### config.mk
export PLATFORM = sky130hd
export DESIGN_NAME = dacref_top
export DESIGN_NICKNAME = d
export VERILOG_FILES = /design/src/hw/dacref_pkg.sv /design/src/hw/dacref_avs_handshake.sv /design/src/hw/dacref_pin_route.sv /design/src/hw/dacref_top.sv
export VERILOG_INCLUDE_DIRS = /design/src /design/src/hw
export SDC_FILE = /design/constraint.sdc
export NUM_CORES = 1
export LEC_CHECK = 0
export BUFFER_PORTS_ARGS = -buffer_cell sky130_fd_sc_hd__buf_2
export CAP_MARGIN = 30
export CORE_MARGIN = 4
export CORE_UTILIZATION = 53
export CTS_CLUSTER_SIZE = 12
export DETAILED_ROUTE_END_ITERATION = 12
export PLACE_DENSITY = 0.92
export SLEW_MARGIN = 20
export SYNTH_ARGS = -nofsm -noshare
export SYNTH_HDL_FRONTEND = slang
export SYNTH_SLANG_ARGS = --single-unit
### constraint.sdc
create_clock -name i_mclk -period 2.1 [get_ports i_mclk]
set_input_delay 0.315 -clock i_mclk [delete_from_list [all_inputs] [get_ports i_mclk]]
set_output_delay 0.315 -clock i_mclk [all_outputs]
set_load 0.02 [all_outputs]
### src/hw/dacref_defines.svh
// Functional notes
// - converter runs only while the enable bit 7 of the control register is set.
// - five-bit level code selects one of 32 ladder taps.
// - pin a route enable connects ladder voltage to pin a, clear disconnects.
// - top source 00 supply, 01 external positive, 10 fixed buffer, 11 reserved.
// - bottom source bit set selects external negative pin, clear selects ground.
// - a routed pin loses digital driver, weak pull-up and input threshold detector.
// - digital read of a routed pin always returns zero.
// - clearing enable leaves pins with route enables set still connected.
// - waking from sleep leaves the control register unchanged.
// - reset disables converter, releases both pins, clears level code.
// - unimplemented bits ignore writes and read as zero.
`ifndef DACREF_DEFINES_SVH
`define DACREF_DEFINES_SVH

// register byte offsets
`define DACREF_CTRL_OFS   4'h0
`define DACREF_LEVEL_OFS  4'h4

// control register fields
`define DACREF_ON_BIT     7
`define DACREF_PINA_BIT   5
`define DACREF_PINB_BIT   4
`define DACREF_TOP_MSB    3
`define DACREF_TOP_LSB    2
`define DACREF_BOTTOM_BIT 0
`define DACREF_CTRL_MASK  8'hbd

// level register fields
`define DACREF_CODE_MSB   4
`define DACREF_LEVEL_MASK 8'h1f

// reset values
`define DACREF_CTRL_RST   8'h00
`define DACREF_LEVEL_RST  8'h00

// top source encodings
`define DACREF_TOP_SUPPLY 2'h0
`define DACREF_TOP_EXTPOS 2'h1
`define DACREF_TOP_FIXED  2'h2
`define DACREF_TOP_RSVD   2'h3

// bus wait states before the answer
`define DACREF_WAIT_CYCLES 1

`endif

### src/hw/dacref_pkg.sv
`default_nettype none
package dacref_pkg;

    // avalon request from the master
    typedef struct packed {
        logic        read;
        logic        write;
        logic [3:0]  address;
        logic [31:0] writedata;
        logic [3:0]  byteenable;
    } dacref_avs_req_t;

    // controls toward the ladder and its switches
    typedef struct packed {
        logic        ladder_on;
        logic [31:0] tap_sel;
        logic [2:0]  top_sw;     // supply, ext positive, fixed buffer
        logic [1:0]  bottom_sw;  // ground, ext negative
        logic        pin_a_sw;
        logic        pin_b_sw;
    } dacref_analog_t;

    // whole state of the top module
    typedef struct packed {
        logic [7:0]     ctrl;
        logic [7:0]     level;
        logic [31:0]    rdata;
        dacref_analog_t ana;
    } dacref_state_t;

endpackage
`default_nettype wire

### src/hw/dacref_avs_handshake.sv
`default_nettype none
module dacref_avs_handshake (
    input  wire logic i_mclk,
    input  wire logic i_rstn,
    input  wire logic i_read,
    input  wire logic i_write,
    output logic      o_waitrequest,
    output logic      o_accept
);
    typedef struct packed {
        logic ack;
    } dacref_hs_state_t;

    dacref_hs_state_t st;
    dacref_hs_state_t next_st;
    logic             req;

    // one wait state, then the answer cycle
    always_comb begin
        req        = i_read | i_write;
        next_st    = st;
        next_st.ack = req & ~st.ack;
    end

    always_ff @(posedge i_mclk or negedge i_rstn) begin
        if (!i_rstn) begin
            st <= '0;
        end else begin
            st <= next_st;
        end
    end

    assign o_waitrequest = req & ~st.ack;
    assign o_accept      = req & st.ack;
endmodule // dacref_avs_handshake
`default_nettype wire

### src/hw/dacref_pin_route.sv
`default_nettype none
module dacref_pin_route (
    input  wire logic i_route_en,
    input  wire logic i_pin_in,
    input  wire logic i_drv_req,
    input  wire logic i_pullup_req,
    output logic      o_drv_en,
    output logic      o_pullup_en,
    output logic      o_inbuf_en,
    output logic      o_read
);
    // analog routing overrides the digital pin functions
    assign o_drv_en    = i_drv_req & ~i_route_en;
    assign o_pullup_en = i_pullup_req & ~i_route_en;
    assign o_inbuf_en  = ~i_route_en;
    assign o_read      = i_pin_in & ~i_route_en;
endmodule // dacref_pin_route
`default_nettype wire

### src/hw/dacref_top.sv
`include "dacref_defines.svh"
`default_nettype none
module dacref_top (
    input  wire logic                       i_mclk,
    input  wire logic                       i_rstn,
    // register bus
    input  wire dacref_pkg::dacref_avs_req_t i_avs_req,
    output logic                            o_avs_waitrequest,
    output logic [31:0]                     o_avs_readdata,
    // analog controls
    output dacref_pkg::dacref_analog_t      o_analog,
    // pin a
    input  wire logic                       i_pin_a_in,
    input  wire logic                       i_pin_a_drv_req,
    input  wire logic                       i_pin_a_pullup_req,
    output logic                            o_pin_a_drv_en,
    output logic                            o_pin_a_pullup_en,
    output logic                            o_pin_a_inbuf_en,
    output logic                            o_pin_a_read,
    // pin b
    input  wire logic                       i_pin_b_in,
    input  wire logic                       i_pin_b_drv_req,
    input  wire logic                       i_pin_b_pullup_req,
    output logic                            o_pin_b_drv_en,
    output logic                            o_pin_b_pullup_en,
    output logic                            o_pin_b_inbuf_en,
    output logic                            o_pin_b_read
);
    import dacref_pkg::*;

    dacref_state_t  st;
    dacref_state_t  next_st;
    logic           accept;
    logic           wr_acc;
    logic           sel_ctrl;
    logic           sel_level;
    logic [7:0]     next_ctrl;
    logic [7:0]     next_level;
    logic [1:0]     top_field;

    // bus wait-state handshake
    dacref_avs_handshake u_hs (
        .i_mclk        (i_mclk),
        .i_rstn        (i_rstn),
        .i_read        (i_avs_req.read),
        .i_write       (i_avs_req.write),
        .o_waitrequest (o_avs_waitrequest),
        .o_accept      (accept)
    );

    // address decode
    assign sel_ctrl  = (i_avs_req.address == `DACREF_CTRL_OFS);
    assign sel_level = (i_avs_req.address == `DACREF_LEVEL_OFS);
    assign wr_acc    = accept & i_avs_req.write & i_avs_req.byteenable[0];

    // next register values, unimplemented bits forced to zero
    always_comb begin
        next_ctrl  = st.ctrl;
        next_level = st.level;
        if (wr_acc && sel_ctrl) begin
            next_ctrl = i_avs_req.writedata[7:0] & `DACREF_CTRL_MASK;
        end
        if (wr_acc && sel_level) begin
            next_level = i_avs_req.writedata[7:0] & `DACREF_LEVEL_MASK;
        end
        top_field = next_ctrl[`DACREF_TOP_MSB:`DACREF_TOP_LSB];
    end

    // analog controls derived from next values so all move on one edge
    always_comb begin
        next_st       = st;
        next_st.ctrl  = next_ctrl;
        next_st.level = next_level;
        // converter gated by its enable
        next_st.ana.ladder_on = next_ctrl[`DACREF_ON_BIT];
        next_st.ana.tap_sel   = 32'h0000_0001 << next_level[`DACREF_CODE_MSB:0];
        // top source switch, reserved code closes nothing
        next_st.ana.top_sw = 3'h0;
        if (next_ctrl[`DACREF_ON_BIT]) begin
            case (top_field)
                `DACREF_TOP_SUPPLY: next_st.ana.top_sw = 3'h1;
                `DACREF_TOP_EXTPOS: next_st.ana.top_sw = 3'h2;
                `DACREF_TOP_FIXED:  next_st.ana.top_sw = 3'h4;
                default:            next_st.ana.top_sw = 3'h0;
            endcase
        end
        // bottom source switch
        next_st.ana.bottom_sw = 2'h0;
        if (next_ctrl[`DACREF_ON_BIT]) begin
            next_st.ana.bottom_sw = next_ctrl[`DACREF_BOTTOM_BIT] ? 2'h2 : 2'h1;
        end
        // pin routing ignores the enable bit
        next_st.ana.pin_a_sw = next_ctrl[`DACREF_PINA_BIT];
        next_st.ana.pin_b_sw = next_ctrl[`DACREF_PINB_BIT];
        // read data captured during the wait state
        if ((i_avs_req.read) && o_avs_waitrequest) begin
            if (sel_ctrl) begin
                next_st.rdata = {24'h00_0000, st.ctrl};
            end else if (sel_level) begin
                next_st.rdata = {24'h00_0000, st.level};
            end else begin
                next_st.rdata = 32'h0000_0000;
            end
        end
    end

    // single state register, cleared only by device reset
    always_ff @(posedge i_mclk or negedge i_rstn) begin
        if (!i_rstn) begin
            st                   <= '0;
            st.ctrl              <= `DACREF_CTRL_RST;
            st.level             <= `DACREF_LEVEL_RST;
            st.ana.tap_sel       <= 32'h0000_0001;
        end else begin
            st <= next_st;
        end
    end

    assign o_analog       = st.ana;
    assign o_avs_readdata = st.rdata;

    // pin a override
    dacref_pin_route u_pin_a (
        .i_route_en   (st.ana.pin_a_sw),
        .i_pin_in     (i_pin_a_in),
        .i_drv_req    (i_pin_a_drv_req),
        .i_pullup_req (i_pin_a_pullup_req),
        .o_drv_en     (o_pin_a_drv_en),
        .o_pullup_en  (o_pin_a_pullup_en),
        .o_inbuf_en   (o_pin_a_inbuf_en),
        .o_read       (o_pin_a_read)
    );

    // pin b override
    dacref_pin_route u_pin_b (
        .i_route_en   (st.ana.pin_b_sw),
        .i_pin_in     (i_pin_b_in),
        .i_drv_req    (i_pin_b_drv_req),
        .i_pullup_req (i_pin_b_pullup_req),
        .o_drv_en     (o_pin_b_drv_en),
        .o_pullup_en  (o_pin_b_pullup_en),
        .o_inbuf_en   (o_pin_b_inbuf_en),
        .o_read       (o_pin_b_read)
    );
endmodule // dacref_top
`default_nettype wire

# --- Word level (Yosys, flattened, before mapping) ---
# Index checks and enable logic that the tools add are counted.
classes:
  n_eq_ne: 3
  shift: 1
  n_mux: 8
  n_bitwise: 14
  n_reduce_logical: 5
op_table:
  columns: ["operator", "count"]
  rows:
  - ["$shl 1x5->32 const A", 1]
  - ["$mux 8", 2]
  - ["$and 1x1->1", 10]
  - ["$mux 5", 2]
  - ["$pmux 3 s3", 1]
  - ["$eq 4x3->1 const B", 1]
  - ["$logic_not 4->1", 1]
  - ["$mux 2", 2]
  - ["$logic_and 1x1->1", 3]
  - ["$mux 3", 1]
  - ["$not 1->1", 3]
  - ["$eq 2x1->1 const B", 1]
  - ["$eq 2x2->1 const B", 1]
  - ["$logic_not 2->1", 1]
  - ["$or 1x1->1", 1]
totals:
  regBits: 84
  inputBits: 50
  output_inout_bits: 81

# --- Logic depth before layout (Yosys ltp) ---
depth:
  word_depth: 9
  mapped_depth: 6

# --- Cells and area by module ---
# A second synthesis with hierarchy kept.
unflattened:
  hier_cells: 342
  hier_area_um2: 3313.2
modules_own_cells:
  columns: ["module", "instances", "cells_per_inst", "area_per_inst_um2", "seq_area_each_um2"]
  rows:
  - ["dacref_top", 1, 331, 3225.6, 1377.6]
  - ["dacref_pin_route", 2, 4, 22.5, 0.0]
  - ["dacref_avs_handshake", 1, 3, 42.5, 25.0]

# --- Worst setup path after synthesis ---
# No wires, ideal clock.
synth_timing:
  kind: "input -> register"
  startpoint: "in i_avs_req[39] (netlist bit)"
  endpoint: "reg st[80] (netlist bit)"
  setup_ns: 0.125
  t_arrival_ns: 1.637
  slack_ns: 0.338
  cell_stages: 5
  cell_sequence: "or3_1 > buf_2 > nor3_1 > buf_2 > mux2_2"
synth_between:
  elab_chain_cells: 3
synth_rtl:
  columns: ["element", "line", "rtl"]
  rows:
  - ["from (decl)", "dacref_top.sv:7", "input wire dacref_pkg::dacref_avs_req_t i_avs_req,"]
  - ["$logic_not 4->1 (no source line)", null, null]
  - ["$logic_and 1x1->1", "dacref_top.sv:60", "if (wr_acc && sel_ctrl) begin"]
  - ["$mux 8", "dacref_top.sv:60", null]
  - ["via next_ctrl[0]", "dacref_top.sv:37", "logic [7:0] next_ctrl;"]
  - ["to (signal assigned)", "dacref_top.sv:115", "st <= next_st;"]
  - ["to (decl)", "dacref_top.sv:31", "dacref_state_t st;"]
# The timed path passes the listed nets, and every way through them passes these cells.
# A chain may end at the register's enable or synchronous reset.

==> key figures <==
Power
  • Clock power share: 0.285
  • Power per cell area: 703 nW/um^2
  • Static leakage: 1.89 nW
  • Net switching fraction of the power: 0.299
  • Combinational share of power: 0.193
  • Int Power: 1.65 mW
  • Sequential power share: 0.522
  • Psw: 0.705 mW
  • Worst VDD drop: 0.265 mV

Synth
  • Seq/Total Area, Yosys: 0.428
  • Mapped cell area: 3280 um^2
  • Post-synth top area cell: dfrtp_1
  • Avg Cell Area, Syn: 9.76 um^2
  • Synthesis-stage register bit count: 56
  • Synth unique cells: 30
  • Synth top area share: 0.420
  • Synth top area cells: dfrtp_1 (42%), buf_4 (16%), mux2i_1 (12%), nand2_1 (6.9%), mux2_1 (2.7%)
  • Synth warn: 0
  • Syn Inst Count: 336

Worst setup path
  • Critical Path RT: 2.30 ns
  • Maximum fanout along the worst path: 13
  • Slowest cell on crit path: or3_2
  • CP delay by family, top: simple AND/OR/NAND/NOR gates
  • Worst setup SP type: input pin
  • Crit path kind: input pin to flop
  • Bufs and invs on worst path: 2
  • WP data arrival: 1.90 ns
  • Worst-path cell chain: buf_2 -> or3_1 -> or3_2 -> buf_4 -> mux2i_1
  • CP endpoint kind: flop
  • Max incr delay on CP: 0.58 ns

STA
  • Normalized max-slew margin: 0.553
  • Fin. Hold Viols: 0
  • Setup-failing EPs final: 0
  • RSZ-0062 raised after global routing: no
  • Final min period: 1.70 ns
  • Worst Max-Slew Pin Slew: 0.671 ns
  • Final setup margin: 0.400 ns
  • Max Slew Vio Count: 0
  • Clock Skew: 0.00542 ns
  • Highest clock rate: 588 MHz
  • Post-Route Setup TNS: 0 ns
  • Tcrit/Tclk final: 0.809

Clock network
  • CTS sink cnt: 56
  • CTS Root Cell: clkbuf_8
  • CTS tree: done
  • Post_cts resized: 0
  • Clock Path Buffers: 2
  • Clk pin slew, worst setup/hold paths: 0.09 ns
  • Clk Latency, worst-skew pair: 0.30 ns
  • CTS hold repair buffers: 0
  • Cts bufs inserted: 5
  • Post-CTS Setup Inserts: 0
  • CTS HTree Levels: 2

Global routing
  • GRT overflow: 0
  • Vias in the first global route: 2215
  • Largest net degree at the start of global routing: 57
  • Initial antenna violation count: 0
  • Total track usage: 0.172
  • First-pass GRT wire length: 10300 um

Routing
  • Top layer in use: met4
  • Met3 routed WL: 443 um
  • Antenna Violating Nets Remaining: 0
  • Met1 Wirelength: 2430 um
  • Met2 WL: 3400 um
  • Drt total wl: 6460 um
  • Pre-Repair DR Iteration Count: 4
  • WL/cell: 14.9 um
  • Number of DRC markers in iteration 0: 151
  • DRC violation count after routing: 0
  • Via Count: 2290
  • Via density: 5.29

Floorplan
  • Starting Density: 0.550
  • Die area: 7510 um^2
  • Die height: 86.6 um
  • Core Area: 5960 um^2
  • Die extent in x: 86.6 um
  • Rows: 28
  • # IOs: 131

Final layout
  • N_diodes: 0
  • Layout filler cell count: 528
  • Commonest non-fill, non-tap cell in the layout: buf_2
  • Most frequent cells in the layout: buf_2 (77), nand2_1 (60), dfrtp_1 (55), mux2i_1 (40), conb_1 (25)
  • Final-stage net count: 407
  • Syn-to-layout area delta: 2.14%
  • Share of layout cells above drive strength 1: 0.268
  • Fin util: 0.562

Outcome
  • Status: finished, final reports clean

Flow run
  • Max-cap violations: 0

Place
  • Port Buffers: 77
  • Dpl ws: 0.0772 ns
  • Global placement routability congestion: 0.911
  • Post-DP HPWL: 4790 um

Min path
  • Worst hold path class: input pin to async pin
-- metrics by stage --
step,hold WS [ns],cells,power [mW],cell area [um^2]
2_1_floorplan,0.0194,360,1.64,3370
3_3_place_gp,0.438,425,1.68,3240
3_5_place_dp,0.467,425,1.70,3240
4_1_cts,0.142,433,2.38,3350
5_1_grt,0.177,433,2.46,3350
6_report,0.114,433,2.36,3350
-- sequential cells by signal, summed over array words and instances (netlist names) --
signal          flops
o_avs_readdata      7
st                 11
o_analog           37
u_hs.st             1
-- worst paths after layout --
kind | cells past startpoint | slack (ns) | startpoint | end
setup reg to reg | 4 | 0.50 | u_hs.st | o_analog[22]
hold reg to reg | 1 | 0.48 | u_hs.st | u_hs.st
max in group asynchronous | 2 | 1.53 | i_rstn | o_analog[21]
hold / removal | 2 | 0.11 | i_rstn | u_hs.st
min in group i_mclk | 2 | 0.25 | i_avs_req[9] | st[85]
setup / recovery | 5 | 0.40 | i_avs_req[39] | o_analog[22]
-- synth_stat cells, drive strengths merged --
cell / n
nand3b: 4
nor3b: 8
buf: 83
o31ai: 5
or4b: 1
dfstp: 1
and3: 2
mux2: 12
inv: 4
mux2i: 40
nand4b: 1
nand3: 12
nor2b: 12
and2: 1
nand2: 60
nor2: 4
and3b: 4
nand4: 3
dfrtp: 55
o21ai: 2
nand2b: 3
nor4: 1
conb: 1
clkbuf: 10
nor3: 3
or3: 4
-- cell families after synthesis --
| logic type | after synthesis | synth area share |
|---|---|---|
| multiplexers | 52 | 0.163 |
| other | 1 | 0.00114 |
| AO/OA/AOI/OAI | 7 | 0.0145 |
| AND/OR/NAND/NOR | 123 | 0.190 |
| flip-flops | 56 | 0.428 |
| buffers and inverters | 97 | 0.203 |
-- per-layer routing --
metal	track usage	vias up
met2	0.305	119
met5	0	-
li1	-	1051
met4	0.0864	0
met3	0.0228	19
met1	0.204	1101
-- area by class of cell --
class | count | area, um^2 | share of cell area
timing repair buffer | 83 | 430 | 0.129
multi-input combinational | 207 | 1300 | 0.388
tap | 75 | 93.8 | 0.0280
clock buffer | 7 | 76.3 | 0.0228
sequential | 56 | 1400 | 0.419
inverter | 4 | 15.0 | 0.00448
clock inverter | 1 | 30.0 | 0.00897
-- worst reg2reg max path, delay by kind of cell, from the launching register on --
| family | cells | cell delay [ns] |
|---|---|---|
| buffers and inverters | 1 | 0.26 |
| flip-flops | 1 | 0.37 |
| multiplexers | 1 | 0.24 |
| AND/OR/NAND/NOR | 2 | 0.64 |
-- power by group through the flow --
stage	clock network [mW]	logic, mW	registers (mW)
after floorplan	0	0.431	1.20
after global placement	0	0.439	1.24
after detailed placement	0	0.452	1.25
after CTS	0.693	0.455	1.23
after global routing	0.725	0.496	1.24
final	0.671	0.455	1.23
(Power assumes the default switching activity.)
